==> src/hdl/lbc_regs.svh <==
`ifndef LBC_REGS_SVH
`define LBC_REGS_SVH

// ----------------------------------------------------------------
// Register indices; the byte address is four times the index.
// ----------------------------------------------------------------
`define LBC_IDX_PULSE_A      6'h14
`define LBC_IDX_PULSE_B      6'h15
`define LBC_IDX_PULSE_C      6'h16
`define LBC_IDX_PULSE_D      6'h17
`define LBC_IDX_PULSE_E      6'h18
`define LBC_IDX_PULSE_F      6'h19
`define LBC_IDX_AB_SETUP     6'h1A
`define LBC_IDX_C_SETUP      6'h1B
`define LBC_IDX_D_SETUP      6'h1C
`define LBC_IDX_E_SETUP      6'h1D
`define LBC_IDX_F_SETUP      6'h1E
`define LBC_IDX_MAX_A        6'h1F
`define LBC_IDX_MAX_B        6'h20
`define LBC_IDX_MAX_C        6'h21
`define LBC_IDX_MAX_D        6'h22
`define LBC_IDX_MAX_E        6'h23
`define LBC_IDX_MAX_F        6'h24
`define LBC_IDX_ANODE_TIE    6'h25
`define LBC_REG_COUNT        18

// ----------------------------------------------------------------
// Reset values and writable bit masks.
// ----------------------------------------------------------------
`define LBC_RST_PULSE        8'h38
`define LBC_RST_SETUP        8'h00
`define LBC_RST_MAX          8'h13
`define LBC_RST_ANODE        8'h7F
`define LBC_MASK_PULSE       8'h3F
`define LBC_MASK_AB_SETUP    8'h0F
`define LBC_MASK_LV_SETUP    8'h0F
`define LBC_MASK_MAX         8'h1F
`define LBC_MASK_ANODE       8'h7F

// ----------------------------------------------------------------
// Field positions and the full-scale current base and step.
// ----------------------------------------------------------------
`define LBC_PULSE_MASTER_BIT 0
`define LBC_PULSE_ZONE_LSB   1
`define LBC_AB_A_SOURCE_BIT  0
`define LBC_AB_A_LINEAR_BIT  1
`define LBC_AB_B_SOURCE_BIT  2
`define LBC_AB_B_LINEAR_BIT  3
`define LBC_LV_LINEAR_BIT    2
`define LBC_LV_PATTERN_BIT   3
`define LBC_FS_BASE_TENTH_MA 9'h032
`define LBC_FS_STEP_TENTH_MA 9'h008
`endif

==> src/hdl/lbc_pkg.sv <==
package lbc_pkg;

  typedef enum logic [1:0] {
    LBC_SRC_BRIGHTNESS,
    LBC_SRC_MAP_ONE,
    LBC_SRC_MAP_TWO,
    LBC_SRC_MAP_THREE
  } lbc_src_t;

  typedef struct packed {
    logic       pwm_enable;
    logic [4:0] pwm_zone_enable;
    lbc_src_t   source;
    logic       zone_target_used;
    logic       linear_map;
    logic       pattern_enable;
    logic [4:0] full_scale_code;
    logic [8:0] full_scale_tenth_ma;
  } lbc_bank_cfg_t;

  typedef struct packed {
    logic [4:0] low_voltage_sink_tie;
    logic [1:0] high_voltage_string_tie;
  } lbc_anode_t;

endpackage : lbc_pkg

==> src/hdl/lbc_cfg_reg.sv <==
`timescale 1ns/1ps
`include "lbc_regs.svh"

module lbc_cfg_reg #(
  parameter logic [7:0] RESET_VALUE = 8'h00,
  parameter logic [7:0] WRITE_MASK  = 8'hFF
) (
  input  wire logic       clk_in,
  input  wire logic       reset_in,
  input  wire logic       write_in,
  input  wire logic [7:0] data_in,
  output logic      [7:0] value_out
);

  logic [7:0] value_reg;

  // Masked bits never store, so they always read back as zero.
  always_ff @(posedge clk_in or posedge reset_in) begin
    if (reset_in) begin
      value_reg <= RESET_VALUE;
    end else if (write_in) begin
      value_reg <= data_in & WRITE_MASK;
    end
  end

  assign value_out = value_reg;

endmodule : lbc_cfg_reg

==> src/hdl/lbc_bank_decode.sv <==
`timescale 1ns/1ps
`include "lbc_regs.svh"

module lbc_bank_decode #(
  parameter bit                LOW_VOLTAGE = 1'b1,
  parameter lbc_pkg::lbc_src_t HV_MAP      = lbc_pkg::LBC_SRC_MAP_ONE
) (
  input  wire logic [7:0]         pulse_in,
  input  wire logic [1:0]         select_in,
  input  wire logic               linear_in,
  input  wire logic               pattern_in,
  input  wire logic [7:0]         max_in,
  output lbc_pkg::lbc_bank_cfg_t  cfg_out
);

  lbc_pkg::lbc_src_t source;

  always_comb begin
    if (!LOW_VOLTAGE) begin
      source = select_in[0] ? HV_MAP : lbc_pkg::LBC_SRC_BRIGHTNESS;
    end else begin
      unique case (select_in)
        2'h0, 2'h1: source = lbc_pkg::LBC_SRC_BRIGHTNESS;
        2'h2:       source = lbc_pkg::LBC_SRC_MAP_TWO;
        2'h3:       source = lbc_pkg::LBC_SRC_MAP_THREE;
      endcase
    end
  end

  always_comb begin
    cfg_out                     = '0;
    cfg_out.pwm_enable          = pulse_in[`LBC_PULSE_MASTER_BIT];
    cfg_out.pwm_zone_enable     = pulse_in[`LBC_PULSE_ZONE_LSB +: 5];
    cfg_out.source              = source;
    cfg_out.linear_map          = linear_in;
    cfg_out.pattern_enable      = LOW_VOLTAGE && pattern_in;
    // A pattern would fight the zone targets, so the pattern wins.
    cfg_out.zone_target_used    = (source != lbc_pkg::LBC_SRC_BRIGHTNESS) &&
                                  !(LOW_VOLTAGE && pattern_in);
    cfg_out.full_scale_code     = max_in[4:0];
    cfg_out.full_scale_tenth_ma = `LBC_FS_BASE_TENTH_MA +
                                  9'(max_in[4:0]) * `LBC_FS_STEP_TENTH_MA;
  end

endmodule : lbc_bank_decode

==> src/hdl/lbc_config_bank.sv <==
// Added by the designer: the APB register port.
`timescale 1ns/1ps
`include "lbc_regs.svh"

module lbc_config_bank (
  input  wire logic                          clk_in,
  input  wire logic                          reset_in,
  input  wire logic                          psel_in,
  input  wire logic                          penable_in,
  input  wire logic                          pwrite_in,
  input  wire logic [7:0]                    paddr_in,
  input  wire logic [31:0]                   pwdata_in,
  input  wire logic [3:0]                    pstrb_in,
  output logic      [31:0]                   prdata_out,
  output logic                               pready_out,
  output logic                               pslverr_out,
  output lbc_pkg::lbc_bank_cfg_t [5:0]       bank_cfg_out,
  output lbc_pkg::lbc_anode_t                anode_tie_out
);

  // ----------------------------------------------------------------
  // Slot layout
  // ----------------------------------------------------------------
  localparam int SLOT_AB    = 6;
  localparam int SLOT_LV    = 7;
  localparam int SLOT_MAX   = 11;
  localparam int SLOT_ANODE = 17;

  function automatic logic [7:0] reset_of(input int slot);
    logic [7:0] value;
    value = `LBC_RST_SETUP;
    if (slot < SLOT_AB) begin
      value = `LBC_RST_PULSE;
    end else if (slot >= SLOT_MAX && slot < SLOT_ANODE) begin
      value = `LBC_RST_MAX;
    end else if (slot == SLOT_ANODE) begin
      value = `LBC_RST_ANODE;
    end
    return value;
  endfunction : reset_of

  function automatic logic [7:0] mask_of(input int slot);
    logic [7:0] value;
    value = `LBC_MASK_LV_SETUP;
    if (slot < SLOT_AB) begin
      value = `LBC_MASK_PULSE;
    end else if (slot == SLOT_AB) begin
      value = `LBC_MASK_AB_SETUP;
    end else if (slot >= SLOT_MAX && slot < SLOT_ANODE) begin
      value = `LBC_MASK_MAX;
    end else if (slot == SLOT_ANODE) begin
      value = `LBC_MASK_ANODE;
    end
    return value;
  endfunction : mask_of

  // ----------------------------------------------------------------
  // Address decode
  // ----------------------------------------------------------------
  logic [5:0] word_index;
  logic       addr_hit;
  logic [4:0] slot;
  logic       setup_phase;
  logic       access_done;
  logic       write_commit;

  assign word_index = paddr_in[7:2];
  assign addr_hit   = (paddr_in[1:0] == 2'h0) &&
                      (word_index >= `LBC_IDX_PULSE_A) &&
                      (word_index <= `LBC_IDX_ANODE_TIE);
  assign slot       = 5'(word_index - `LBC_IDX_PULSE_A);

  assign setup_phase  = psel_in && !penable_in;
  assign access_done  = psel_in && penable_in && pready_out;
  // Writes land only at the completing edge of the access phase.
  assign write_commit = access_done && pwrite_in && addr_hit && pstrb_in[0];

  // ----------------------------------------------------------------
  // Register storage
  // ----------------------------------------------------------------
  logic [7:0] reg_value [`LBC_REG_COUNT];

  genvar g;
  generate
    for (g = 0; g < `LBC_REG_COUNT; g++) begin : g_slot
      lbc_cfg_reg #(
        .RESET_VALUE (reset_of(g)),
        .WRITE_MASK  (mask_of(g))
      ) u_reg (
        .clk_in    (clk_in),
        .reset_in  (reset_in),
        .write_in  (write_commit && (slot == 5'(g))),
        .data_in   (pwdata_in[7:0]),
        .value_out (reg_value[g])
      );
    end
  endgenerate

  // ----------------------------------------------------------------
  // Bus answer
  // ----------------------------------------------------------------
  // The answer is prepared in the setup cycle so that every bus
  // output comes from a flop while still costing no wait state.
  logic        pready_reg;
  logic        pslverr_reg;
  logic [31:0] prdata_reg;
  logic [31:0] prdata_next;

  always_comb begin
    prdata_next = 32'h0000_0000;
    if (addr_hit && !pwrite_in) begin
      prdata_next = {24'h00_0000, reg_value[slot]};
    end
  end

  always_ff @(posedge clk_in or posedge reset_in) begin
    if (reset_in) begin
      pready_reg <= 1'b0;
    end else begin
      pready_reg <= setup_phase;
    end
  end

  always_ff @(posedge clk_in or posedge reset_in) begin
    if (reset_in) begin
      pslverr_reg <= 1'b0;
    end else if (setup_phase) begin
      pslverr_reg <= !addr_hit;
    end else if (access_done) begin
      pslverr_reg <= 1'b0;
    end
  end

  always_ff @(posedge clk_in or posedge reset_in) begin
    if (reset_in) begin
      prdata_reg <= 32'h0000_0000;
    end else if (setup_phase) begin
      prdata_reg <= prdata_next;
    end else if (access_done) begin
      prdata_reg <= 32'h0000_0000;
    end
  end

  assign pready_out  = pready_reg;
  assign pslverr_out = pslverr_reg;
  assign prdata_out  = prdata_reg;

  // ----------------------------------------------------------------
  // High-voltage banks A and B
  // ----------------------------------------------------------------
  lbc_pkg::lbc_bank_cfg_t [5:0] bank_cfg_next;
  logic [7:0]                   ab_setup;

  assign ab_setup = reg_value[SLOT_AB];

  lbc_bank_decode #(
    .LOW_VOLTAGE (1'b0),
    .HV_MAP      (lbc_pkg::LBC_SRC_MAP_ONE)
  ) u_bank_a (
    .pulse_in   (reg_value[0]),
    .select_in  ({1'b0, ab_setup[`LBC_AB_A_SOURCE_BIT]}),
    .linear_in  (ab_setup[`LBC_AB_A_LINEAR_BIT]),
    .pattern_in (1'b0),
    .max_in     (reg_value[SLOT_MAX]),
    .cfg_out    (bank_cfg_next[0])
  );

  lbc_bank_decode #(
    .LOW_VOLTAGE (1'b0),
    .HV_MAP      (lbc_pkg::LBC_SRC_MAP_TWO)
  ) u_bank_b (
    .pulse_in   (reg_value[1]),
    .select_in  ({1'b0, ab_setup[`LBC_AB_B_SOURCE_BIT]}),
    .linear_in  (ab_setup[`LBC_AB_B_LINEAR_BIT]),
    .pattern_in (1'b0),
    .max_in     (reg_value[SLOT_MAX + 1]),
    .cfg_out    (bank_cfg_next[1])
  );

  // ----------------------------------------------------------------
  // Low-voltage banks C to F
  // ----------------------------------------------------------------
  generate
    for (g = 0; g < 4; g++) begin : g_low_bank
      logic [7:0] lv_setup;
      assign lv_setup = reg_value[SLOT_LV + g];
      lbc_bank_decode #(
        .LOW_VOLTAGE (1'b1),
        .HV_MAP      (lbc_pkg::LBC_SRC_MAP_ONE)
      ) u_bank (
        .pulse_in   (reg_value[2 + g]),
        .select_in  (lv_setup[1:0]),
        .linear_in  (lv_setup[`LBC_LV_LINEAR_BIT]),
        .pattern_in (lv_setup[`LBC_LV_PATTERN_BIT]),
        .max_in     (reg_value[SLOT_MAX + 2 + g]),
        .cfg_out    (bank_cfg_next[2 + g])
      );
    end
  endgenerate

  // ----------------------------------------------------------------
  // Registered outputs
  // ----------------------------------------------------------------
  // One flop stage keeps the analog side free of decode glitches;
  // the cost is one cycle between a write and its effect.
  lbc_pkg::lbc_bank_cfg_t [5:0] bank_cfg_reg;
  lbc_pkg::lbc_anode_t          anode_tie_reg;
  lbc_pkg::lbc_anode_t          anode_tie_next;
  logic [7:0]                   anode_raw;

  assign anode_raw                              = reg_value[SLOT_ANODE];
  assign anode_tie_next.high_voltage_string_tie = anode_raw[1:0];
  assign anode_tie_next.low_voltage_sink_tie    = anode_raw[6:2];

  always_ff @(posedge clk_in or posedge reset_in) begin
    if (reset_in) begin
      for (int b = 0; b < 6; b++) begin
        bank_cfg_reg[b]                     <= '0;
        bank_cfg_reg[b].pwm_zone_enable     <= 5'h1C;
        bank_cfg_reg[b].full_scale_code     <= 5'(`LBC_RST_MAX);
        bank_cfg_reg[b].full_scale_tenth_ma <= 9'h0CA;
      end
    end else begin
      bank_cfg_reg <= bank_cfg_next;
    end
  end

  always_ff @(posedge clk_in or posedge reset_in) begin
    if (reset_in) begin
      anode_tie_reg <= 7'h7F;
    end else begin
      anode_tie_reg <= anode_tie_next;
    end
  end

  assign bank_cfg_out  = bank_cfg_reg;
  assign anode_tie_out = anode_tie_reg;

endmodule : lbc_config_bank

==> config.mk <==
export PLATFORM = sky130hd
export DESIGN_NAME = lbc_config_bank
export DESIGN_NICKNAME = d
export VERILOG_FILES = /design/src/hdl/lbc_pkg.sv /design/src/hdl/lbc_cfg_reg.sv /design/src/hdl/lbc_bank_decode.sv /design/src/hdl/lbc_config_bank.sv
export VERILOG_INCLUDE_DIRS = /design/src /design/src/hdl
export SDC_FILE = /design/constraint.sdc
export NUM_CORES = 1
export LEC_CHECK = 0
export BUFFER_PORTS_ARGS = -buffer_cell sky130_fd_sc_hd__buf_4
export CAP_MARGIN = 25
export CORE_ASPECT_RATIO = 1.2
export CORE_MARGIN = 2
export CORE_UTILIZATION = 47
export CTS_BUF_LIST = sky130_fd_sc_hd__clkbuf_8
export CTS_CLUSTER_SIZE = 20
export DETAILED_ROUTE_END_ITERATION = 10
export PLACE_DENSITY = 0.7
export SLEW_MARGIN = 25
export SYNTH_ARGS = -nofsm -noshare
export SYNTH_HDL_FRONTEND = slang
export SYNTH_HIERARCHICAL = 1
export SYNTH_SLANG_ARGS = --single-unit
==> constraint.sdc <==
create_clock -name clk_in -period 8.5 [get_ports clk_in]
set_input_delay 0.85 -clock clk_in [delete_from_list [all_inputs] [get_ports clk_in]]
set_output_delay 0.85 -clock clk_in [all_outputs]
set_load 0.01 [all_outputs]
**Word-level counts from Yosys, hierarchy flattened**

Cells that the tools add are included.
Widths: inputs -> output; s select.

- Register bits: 282
- Bits of input ports: 49
- Output and inout bits: 191

- Add/subtract/negate cells: 7
- $lt $le $gt $ge: 3
- Equality and inequality tests: 29
- Mux-type cells: 14
- Bitwise logic cells: 1
- Reduce and logical (&&, ||, !) cells: 55

Operator list:

| cell | number |
|---|---|
| $mux 32 | 2 |
| $add 6x8->9 const A | 6 |
| $bmux 8 s5 | 1 |
| $eq 5x4->1 const B | 8 |
| $logic_and 1x1->1 | 31 |
| $mux 8 | 3 |
| $pmux 2 s3 | 4 |
| $eq 5x3->1 const B | 4 |
| $eq 2x2->1 const B | 8 |
| $reduce_bool 2->1 | 7 |
| $eq 5x2->1 const B | 2 |
| $eq 5x5->1 const B | 2 |
| $logic_not 2->1 | 5 |
| $eq 2x1->1 const B | 4 |
| $reduce_or 2->1 | 4 |
| $logic_not 1->1 | 7 |
| $ge 6x5->1 const B | 1 |
| $ge 6x6->1 const B | 1 |
| $le 6x6->1 const B | 1 |
| $not 5->6 | 1 |
| $eq 5x1->1 const B | 1 |
| $logic_not 5->1 | 1 |
| $sub 5x5->5 const B | 1 |
| $mux 1 | 3 |
| $mux 2 | 1 |

**Depth between registers and ports, before layout**

Gate-level depths: netlist of run 1.

- Depth in word-level cells: 7
- Gate-level depth with buffers: 11

**Hierarchy**

The synthesis of run 1 kept the hierarchy.

By module, submodules not included:

| module | instances | cells each | area an instance (sq um) |
|---|---|---|---|
| lbc_config_bank | 1 | 403 | 6177.2 |
| lbc_cfg_reg at g_slot[0].u_reg ... | 6 | 17 | 277.8 |
| lbc_cfg_reg at g_slot[11].u_reg ... | 6 | 15 | 215.2 |
| lbc_cfg_reg at g_slot[10].u_reg ... | 5 | 14 | 182.7 |
| lbc_bank_decode at g_low_bank[0].u_bank ... | 4 | 31 | 209.0 |
| lbc_bank_decode at u_bank_a ... | 2 | 30 | 217.7 |
| lbc_cfg_reg at g_slot[17].u_reg | 1 | 18 | 315.3 |

**Worst setup path after synthesis of run 1**

OpenSTA, ideal clock, no wires.

- Path type: input to register
- Start point: input port paddr_in[4]
- End point: register g_slot[12].u_reg.value_reg[2]
- Setup time: 0.125 ns
- Arrival time: 3.108 ns
- Required time: 8.375 ns
- Setup slack: 5.267 ns
- Cell stages on the path: 10
- Cell sequence: buf_2 -> inv_1 -> clkbuf_1 -> ha_1 -> a21oi_2 -> o21ai_2 -> or3_1 -> buf_6 -> nor4_4 -> mux2_2

- Longest elaborated chain between the ends: 6
- Elaborated cells on any way between the ends: 9
- Those cells by class: add/sub: 1; order compare: 2; eq/ne: 1; reduce/logical: 5

RTL lines:

| item | line | text |
|---|---|---|
| start: declaration | lbc_config_bank.sv:11 | `input wire logic [7:0] paddr_in,` |
| $ge 6x5->1 (no source line) | - |  |
| $logic_and 1x1->1 (2 in series) | lbc_config_bank.sv:68 | `assign addr_hit = (paddr_in[1:0] == 2'h0) &&` |
| $logic_and 1x1->1 (2 in series) | lbc_config_bank.sv:76 | `assign write_commit = access_done && pwrite_in && addr_hit && pstrb_in[0];` |
| $logic_and 1x1->1 (*) | lbc_config_bank.sv:92 | `.write_in (write_commit && (slot == 5'(g))),` |
| end signal: assignment | lbc_cfg_reg.sv:22 | `value_reg <= data_in & WRITE_MASK;` |
| end: declaration | lbc_cfg_reg.sv:15 | `logic [7:0] value_reg;` |

Mark *: on every way between the ends. The rest lies on a longest branch, timed or not.
A chain may end at the register's enable or synchronous reset.

**Worst setup path in the final report of run 1**

- Start point: input port paddr_in[4]
- End point: register g_slot[2].u_reg.value_reg[1]

- Longest elaborated chain between the ends: 6
- Elaborated cells on any way between the ends: 9
- Those cells by class: add/sub: 1; order compare: 2; eq/ne: 1; reduce/logical: 5

RTL lines:

| item | line |
|---|---|
| $ge 6x5->1 (no source line) | - |
| $logic_and 1x1->1 (2 in series) | lbc_config_bank.sv:68 |
| $logic_and 1x1->1 (2 in series) | lbc_config_bank.sv:76 |
| $logic_and 1x1->1 (*) | lbc_config_bank.sv:92 |
| end signal: assignment | lbc_cfg_reg.sv:22 |
| end: declaration | lbc_cfg_reg.sv:15 |

Marked as above.

==> flow_summary.toml, run 1 <==
[worst_setup_path]
arrival_ps = 4050
worst-r2r-cell-count = 4
critPathLaunchType = "primary input"
crit_type = "in -> reg"
worstPathRequired_ps = 8910
endpoint_kind = "register"
r2r_end = "g_slot[2].u_reg/value_out[1]"
r2r_setup_slack_ps = 6230
r2r_start = "pready_out"
path_max_fanout = 31

[clock_tree]
cts_buffers = 41
cts_tree = "built"
clk_pin_slew_ps = 60
cts-resized-gates = 0
cts-root-buf = "clkbuf_8"
cts_hold_buf = 0
cts_buffer_depth = 3
post-cts-setup-buffers = 0
clock_latency_ps = 540
h-tree-depth = 2
cts_sinks = 260

[detailed_routing]
wl_um = 23200
wire_per_inst_um = 17.8
dr_total_vias = 6012
first_pass_iters = 4
drt_iter0_markers = 314
via_per_inst = 4.60
ant_nets = 0
drt_drc_violations_left = 0

[outcome]
status = "completed"

[sta]
finalClockSkew_ps = 19.7
hold_viol_final = 0
timing.final.max_slew_violations = 0
timing.fmax_ghz = 0.275
slew_headroom = 0.389
fin_crit_sh = 0.429
setup_tns_ps = 0
rsz0062_at_grt = "false"
worstMarginPinSlew_ps = 909
finalSetupViolCount = 0
fin_crit_ps = 3640

[final_layout]
antenna_cells = 0
fin_cells = 1306
finish.instance_area_um2 = 12900
fin_nets = 1010
area_growth_pct = 11.1
fill_cells = 2070
drive_gt1_frac = 0.505

[placement]
dp.cells = 1233
gp_congestion = 0.850
postPlaceCellArea_um2 = 12100
io_buffers = 187
hpwlAfterDp_um = 16100

[die]
die-area_um2 = 26000
rows = 63
pin_count = 240
initial_core_util = 0.475
die-width_um = 148
core_area_um2 = 24500
fp.dieH_um = 176

[logic_synthesis]
synth-seq-cells = 260
ys_async_sr_fraction = 1.00
synth_top_area_frac = 0.323
synth.area.top_cells = "dfrtp_1, dfstp_2, buf_4, mux2_2, mux2_4"
synth.distinct_cells = 45
ys.flop_type = "dfrtp_1"
yosysWarnings = 6
synth_cells = 867
netlist_area_um2 = 11600
yosysSeqAreaShare = 0.571
synth_most_common_cell = "buf_4"
synth_area_leader_cell = "dfrtp_1"
synth_common_cells = "buf_4, dfrtp_1, dfstp_2, mux2_2, mux2_4"
synth_edf_count = 0
avgSynthCellArea_um2 = 13.4

[global_route]
track_usage = 0.180
use_met1 = 0.216
grt.met3_usage = 0.0406
grt_pass1_wl_um = 35400
busiest_layer = "met2"
antenna_found_initial = 0
gr-usage-met2 = 0.310
grt.overflow.total = 0
grt_pass1_vias = 6208
grt_max_degree = 94

[job]
maxCapViolCount = 0

[worst_hold_path]
hold_class = "in -> async"

[power_and_ir_drop]
p_leak_nw = 6.28
vdd_ir_drop_max_mv = 0.0917
p_per_area_nw_per_um2 = 184
-- metrics by stage --
stage	setup slack (ps)	hold WS, ps	util	power, mW
5_1_grt	4620	349	0.527	2.49
3_3_place_gp	4420	367	0.495	1.39
4_1_cts	4910	338	0.527	2.41
3_5_place_dp	4340	368	0.495	1.40
6_report	4860	368	0.527	2.38
2_1_floorplan	3240	359	-	1.38
-- power breakdown --
part           internal [mW]  switching [mW]  leakage [nW]  total, mW
Sequential              1.25         0.00320          3.13       1.25
Combinational         0.0382          0.0846          2.68      0.123
Clock                  0.532           0.467         0.468      0.999
-- layer usage --
metal / up-vias / share of wire
li1: 2778 / -
met1: 2994 / 0.39
met2: 193 / 0.52
met3: 47 / 0.059
met4: 0 / 0.034
met5: - / 0
-- worst max-delay path, stage by stage --
cell and delay, ps:
buf_4 390, ha_1 390, or3b_4 430, a21oi_2 170, o21ai_2 110, nor3_1 770
and3_1 580, mux2_4 340
-- state kept, by name, summed over array words and instances, names as in the netlist --
name                    flops
anode_tie_out               7
prdata_out                  8
pslverr_out                 1
pready_out                  1
bank_cfg_out              150
g_slot.u_reg/value_out     93
-- layout make-up --
class                      count  area [um^2]  share of cell area
clock buffer                  50          688              0.0532
clock inverter                23         97.6             0.00755
inverter                      40          155              0.0120
multi-input combinational    420         3520               0.273
sequential                   260         6640               0.514
tap                          325          407              0.0314
timing repair buffer         188         1420               0.109
-- cells in the final DEF (no fill, tap or decap), types with 2 or more instances in the layout --
cell | Yosys | final
buf_4 | 183 | 187
dfrtp_1 | 150 | 150
dfstp_2 | 110 | 110
conb_1 | 31 | 97
mux2_2 | 67 | 67
inv_1 | 40 | 55
clkbuf_8 | 0 | 50
mux2_4 | 43 | 43
mux2i_1 | 39 | 39
nor2_1 | 25 | 25
xnor2_1 | 13 | 13
a21oi_1 | 13 | 13
and3_1 | 11 | 11
nand2_1 | 10 | 10
ha_1 | 10 | 10
mux4_2 | 8 | 8
a221o_1 | 8 | 8
o21ai_2 | 7 | 7
o22ai_1 | 7 | 7
o221ai_1 | 7 | 7
a211oi_1 | 6 | 6
clkinv_2 | 0 | 6
nor2b_1 | 5 | 5
nand2b_1 | 5 | 5
nor3_2 | 5 | 5
and2_1 | 5 | 5
nor3_1 | 4 | 4
nor4_4 | 3 | 3
a31oi_1 | 3 | 3
nand3_1 | 2 | 2
or3_1 | 2 | 2
or3b_2 | 2 | 2
nand3b_1 | 2 | 2
and3b_2 | 2 | 2
-- how the worst max path moves through the flow --
stage                     start                             to  slack (ps)  cells after the start
global placement    paddr_in[4]  g_slot[17].u_reg/value_out[0]        4420                      8
global route        paddr_in[4]   g_slot[2].u_reg/value_out[0]        4620                      8
finish              paddr_in[4]   g_slot[2].u_reg/value_out[1]        4860                      8
floorplan              reset_in                bank_cfg_out[0]        3240                      1
detailed placement  paddr_in[4]   g_slot[0].u_reg/value_out[1]        4340                      8
CTS                 paddr_in[4]   g_slot[0].u_reg/value_out[1]        4910                      8
-- cells by family (layout without fill, tap and decap cells) --
group                      after synthesis  after routing  share of synthesized area
buffers and inverters                  253            301                      0.147
and+or+nand+nor                         86             86                     0.0454
muxes                                  157            157                      0.169
adders and majority gates               10             10                     0.0108
DFF                                    260            260                      0.571
xor gates and xnor gates                13             13                    0.00979
other                                   31             97                     0.0100
AOI/OAI and AO/OA                       57             57                     0.0363
Note: power is estimated with default switching activity, not from simulation.
==> run 2: changes to the inputs <==
--- a/config.mk
+++ b/config.mk
@@ -6,6 +6,7 @@
 export SDC_FILE = /design/constraint.sdc
 export NUM_CORES = 1
 export LEC_CHECK = 0
+export ABC_AREA = 1
 export BUFFER_PORTS_ARGS = -buffer_cell sky130_fd_sc_hd__buf_4
 export CAP_MARGIN = 25
 export CORE_ASPECT_RATIO = 1.2
@@ -14,7 +15,7 @@
 export CTS_BUF_LIST = sky130_fd_sc_hd__clkbuf_8
 export CTS_CLUSTER_SIZE = 20
 export DETAILED_ROUTE_END_ITERATION = 10
-export PLACE_DENSITY = 0.7
+export PLACE_DENSITY = 0.72
 export SLEW_MARGIN = 25
 export SYNTH_ARGS = -nofsm -noshare
 export SYNTH_HDL_FRONTEND = slang
==> constraint.sdc (replaced) <==
create_clock -name clk_in -period 3 [get_ports clk_in]
set_input_delay 0.3 -clock clk_in [delete_from_list [all_inputs] [get_ports clk_in]]
set_output_delay 0.3 -clock clk_in [all_outputs]
set_load 0.01 [all_outputs]
==> flow_summary.toml, run 2 <==
[placement]
io_buffers = 187
hpwlAfterDp_um = 18200
gp_congestion = 0.866

[clock_tree]
post-cts-setup-buffers = 0
cts_tree = "built"
clk_pin_slew_ps = 60
cts-root-buf = "clkbuf_8"
cts_buffer_depth = 3
cts_sinks = 260
cts-resized-gates = 0
h-tree-depth = 2
cts_hold_buf = 2
clock_latency_ps = 550
cts_buffers = 42

[die]
rows = 65
pin_count = 240
initial_core_util = 0.473
die-area_um2 = 27600
die-width_um = 152
fp.dieH_um = 182
core_area_um2 = 26100

[power_and_ir_drop]
p_leak_nw = 7.56
combPwrFrac = 0.068
p_int_mw = 5.59
switchingPower_mw = 1.73
clock_power_share = 0.446
p_seq_frac = 0.486
vdd_ir_drop_max_mv = 0.354
p_per_area_nw_per_um2 = 524
p_sw_frac = 0.236

[sta]
timing.fmax_ghz = 0.546
setup_tns_ps = 0
finalSetupViolCount = 0
fin_crit_ps = 1830
hold_viol_final = 0
rsz0062_at_grt = "false"
finalClockSkew_ps = 26.6
worstMarginPinSlew_ps = 713
fin_crit_sh = 0.610
slew_headroom = 0.525
timing.final.max_slew_violations = 0

[worst_setup_path]
cp_common_cell = "nand2_1"
crit_type = "in -> reg"
endpoint_kind = "register"
path_cells = "buf_4 > clkinv_1 > ha_1 > nor2_1 > nor2_1 > nand2_1 > nand2_1 > a21oi_4 > nand2_2 > nor3_2 > inv_2 > nand2_1 > nand2_1"
worst-r2r-cell-count = 7
arrival_ps = 2250
critPathLaunchType = "primary input"
critical_path_cell_count = 13
path_delay_family = "simple AND/OR/NAND/NOR gates"
path_max_fanout = 13
cp_slowest_cell = "nor3_2"
worstPathRequired_ps = 3420
cp_num_buf_inv = 3
slowest_delay_ps = 420

[outcome]
status = "completed"

[logic_synthesis]
synth-seq-cells = 260
synth_area_leader_cell = "dfrtp_1"
ys.flop_type = "dfrtp_1"
synth_edf_count = 0
synth_top_area_frac = 0.304
yosysWarnings = 6
synth_cells = 1516
synth.area.top_cells = "dfrtp_1, dfstp_2, nand2_1, buf_4, inv_1"
avgSynthCellArea_um2 = 8.15
netlist_area_um2 = 12400
synth_most_common_cell = "nand2_1"
ys_async_sr_fraction = 1.00
synth_common_cells = "nand2_1, buf_4, inv_1, dfrtp_1, dfstp_2"
synth.distinct_cells = 27
yosysSeqAreaShare = 0.538

[global_route]
antenna_found_initial = 0
grt.overflow.total = 0
track_usage = 0.190
grt_max_degree = 133
grt_pass1_wl_um = 42400
grt_pass1_vias = 8705

[detailed_routing]
wl_um = 26000
dr_total_vias = 8720
first_pass_iters = 5
via_per_inst = 4.39
routed-wl-met2_um = 13000
wl_met3_um = 1720
wl_met1_um = 10200
ant_nets = 0
drt_iter0_markers = 459
drt_drc_violations_left = 0
wire_per_inst_um = 13.1
highest_layer = "met4"

[final_layout]
layout_common_cells = "nand2_1, buf_4, inv_1"
final_util = 0.535
antenna_cells = 0
drive_gt1_frac = 0.250
largest_register_ffs = 150
fill_cells = 2403
layout.cells.most_common = "nand2_1"
fin_nets = 1677
area_growth_pct = 13.2

[job]
maxCapViolCount = 0

[worst_hold_path]
whs_path_depth = 3
hold_class = "in -> reg"
## run 2: final cells by class
class | instances | area (um^2) | area share
Sequential cell | 260 | 6640 | 0.475
Multi-Input combinational cell | 893 | 3610 | 0.258
Timing Repair Buffer | 207 | 1570 | 0.112
Inverter | 214 | 807 | 0.0577
Clock buffer | 51 | 702 | 0.0502
Tap cell | 335 | 419 | 0.0300
Clock inverter | 27 | 228 | 0.0163
## run 2: tightest hold or removal path, stage by stage
cell and delay (ps):
buf_4 160, nand2_1 70, nand2_1 40
## run 2: logic make-up after synthesis
group                    Yosys count  share of synthesized area
AND/OR/NAND/NOR                  761                      0.240
buffers and inverters            429                      0.190
flip-flops                       260                      0.538
other                             31                    0.00942
AO/OA/AOI/OAI                     19                    0.00861
adder cells (fa/ha/maj)           10                     0.0101
XOR/XNOR                           6                    0.00425
## run 2: power groups by stage
stage / clock (mW) / sequential [mW] / combinational [mW]
after CTS: 3.36 / 3.56 / 0.501
after detailed placement: 0 / 3.61 / 0.497
after global placement: 0 / 3.61 / 0.490
after floorplan: 0 / 3.63 / 0.396
final: 3.27 / 3.56 / 0.498
after global routing: 3.54 / 3.56 / 0.569
## run 2: path summary, 6_finish.rpt
check | from | end | slack [ps]
worst max-delay path | paddr_in[4] | g_slot[5].u_reg/value_out[1] | 1170
worst min-delay path | pwdata_in[5] | g_slot[17].u_reg/value_out[5] | 30
worst max register to register | pready_out | g_slot[5].u_reg/value_out[1] | 1220
worst min register to register | g_slot[17].u_reg/value_out[5] | anode_tie_out[5] | 370
max in group asynchronous | reset_in | bank_cfg_out[136] | 1780
min in group asynchronous | reset_in | g_slot[0].u_reg/value_out[0] | 370
## run 2: per-layer routing
metal  up-vias  GRT usage
met4         0     0.0890
met3        72     0.0422
met5         -          0
met2       303      0.332
met1      4007      0.222
li1       4338          -
## run 2: per-stage QoR
step / worst slack (ps) / instance area, um^2 / std cells / power [mW] / hold WS [ps]
after floorplan: 591 / 12600 / 1582 / 4.02 / 66.1
after global routing: 920 / 14000 / 1987 / 7.67 / 20.8
final: 1170 / 14000 / 1987 / 7.32 / 26.9
after global placement: 672 / 13000 / 1907 / 4.10 / 364
after detailed placement: 631 / 13000 / 1907 / 4.11 / 368
after CTS: 1200 / 14000 / 1987 / 7.42 / 15.7
==> run 3: changes to the inputs <==
--- a/config.mk
+++ b/config.mk
@@ -15,7 +15,7 @@
 export CTS_BUF_LIST = sky130_fd_sc_hd__clkbuf_8
 export CTS_CLUSTER_SIZE = 20
 export DETAILED_ROUTE_END_ITERATION = 10
-export PLACE_DENSITY = 0.72
+export PLACE_DENSITY = 0.7
 export SLEW_MARGIN = 25
 export SYNTH_ARGS = -nofsm -noshare
 export SYNTH_HDL_FRONTEND = slang
==> constraint.sdc (replaced) <==
create_clock -name clk_in -period 1.89 [get_ports clk_in]
set_input_delay 0.189 -clock clk_in [delete_from_list [all_inputs] [get_ports clk_in]]
set_output_delay 0.189 -clock clk_in [all_outputs]
set_load 0.01 [all_outputs]
==> flow_summary.toml, run 3 (same netlist as run 2, synthesis figures left out) <==
[detailed_routing]
wl_um = 26700
drt_drc_violations_left = 0
ant_nets = 0
dr_total_vias = 8749
via_per_inst = 4.34
wire_per_inst_um = 13.2
drt_iter0_markers = 506
first_pass_iters = 6

[worst_setup_path]
path_delay_family = "simple AND/OR/NAND/NOR gates"
cp_common_cell = "nand2_1"
crit_type = "reg -> reg"
cp_num_buf_inv = 2
worstPathRequired_ps = 2300
slowest_delay_ps = 360
cp_slowest_cell = "dfrtp_1"
critPathLaunchType = "register"
arrival_ps = 2010
endpoint_kind = "register"
path_cells = "nand2_1 > nor2_1 > nand2_2 > buf_4 > nor3_2 > inv_2 > nand2_1 > nand2_1"
path_max_fanout = 5

[clock_tree]
clock_latency_ps = 550
cts_buffers = 41
clk_pin_slew_ps = 70
cts_buffer_depth = 3
cts_sinks = 260
cts-root-buf = "clkbuf_8"
h-tree-depth = 2
cts-resized-gates = 0
cts_tree = "built"

[final_layout]
largest_register_ffs = 150
area_growth_pct = 15.7
fill_cells = 2460
layout.cells.most_common = "nand2_1"
fin_nets = 1710
antenna_cells = 0
layout_common_cells = "nand2_1, buf_4, inv_1"
drive_gt1_frac = 0.265

[power_and_ir_drop]
p_per_area_nw_per_um2 = 790
vdd_ir_drop_max_mv = 0.506
p_leak_nw = 7.75

[outcome]
status = "completed"

[die]
die-area_um2 = 27600
rows = 65
fp.dieH_um = 182
initial_core_util = 0.473
pin_count = 240
die-width_um = 152
core_area_um2 = 26100

[sta]
finalClockSkew_ps = 28.4
finalSetupViolCount = 0
timing.fmax_ghz = 0.625
fin_crit_sh = 0.847
fin_crit_ps = 1600
whs_ps = 65.8
rsz0062_at_grt = "false"
hold_viol_final = 0
timing.final.max_slew_violations = 0
setup_tns_ps = 0

[global_route]
grt_max_degree = 79
grt.overflow.total = 0
track_usage = 0.197
grt_pass1_wl_um = 43900
grt_pass1_vias = 8877
antenna_found_initial = 0

[placement]
gp_congestion = 0.860
io_buffers = 187
hpwlAfterDp_um = 18800

[job]
maxCapViolCount = 0

[worst_hold_path]
hold_class = "in -> reg"
[run 3: changes by cell type in the layout (fill, tap and decap cells not counted), sizes merged]
| cell | delta |
|---|---|
| buf | +26 |
| dlygate4sd3 | +8 |
| inv | -4 |
| clkinvlp | +3 |
| bufinv | -2 |
| clkbuf | -2 |
| clkinv | +2 |
[run 3: through the flow]
stage                     power [mW]  worst slack (ps)  utilization  area, um^2  instances
after global routing            11.8               125        0.547       14300       2018
after detailed placement        6.57             -72.0        0.511       13300       1933
after global placement          6.56             -27.0        0.511       13300       1933
after CTS                       11.5               294        0.547       14300       2018
final                           11.3               289        0.547       14300       2018
after floorplan                 6.39              -371            -       12700       1582
[run 3: worst paths after layout]
check | from | endpoint | slack (ps) | cells after the start
max in group asynchronous | reset_in | bank_cfg_out[147] | 950 | 4
worst max register to register | pready_out | g_slot[9].u_reg/value_out[1] | 290 | 8
worst min register to register | g_slot[17].u_reg/value_out[1] | anode_tie_out[1] | 370 | 0
worst max-delay path | pready_out | g_slot[9].u_reg/value_out[1] | 290 | 8
min in group asynchronous | reset_in | g_slot[7].u_reg/value_out[0] | 240 | 3
worst min-delay path | pwdata_in[2] | g_slot[7].u_reg/value_out[2] | 70 | 3
[run 3: worst min-delay path: stages]
cell and delay (ps):
buf_4 230, nand2_1 110, nand2_1 50
[run 3: cell type report]
cell class / count / area, um^2 / area share
Sequential cell: 260 / 6640 / 0.465
Tap cell: 335 / 419 / 0.0293
Timing Repair Buffer: 241 / 1900 / 0.133
Clock buffer: 49 / 674 / 0.0472
Inverter: 214 / 812 / 0.0568
Multi-Input combinational cell: 893 / 3670 / 0.257
Clock inverter: 26 / 171 / 0.0120
[run 3: metal layers]
metal / track usage / up-vias / part of all wire
met5: 0 / - / 0
met4: 0.0811 / 0 / 0.038
met3: 0.0382 / 64 / 0.055
met2: 0.359 / 280 / 0.51
met1: 0.226 / 4022 / 0.39
li1: - / 4383 / -
[run 3: power by group]
group	switching, mW	internal (mW)
Sequential	0.0176	5.63
Clock	2.15	2.64
Combinational	0.578	0.271
Total	2.74	8.54
[run 3: what timing repair did]
action / in CTS / in global routing
hold buffers: 10 / 0
buffers inserted: 0 / 0
hold endpoints to repair: 138 / 0
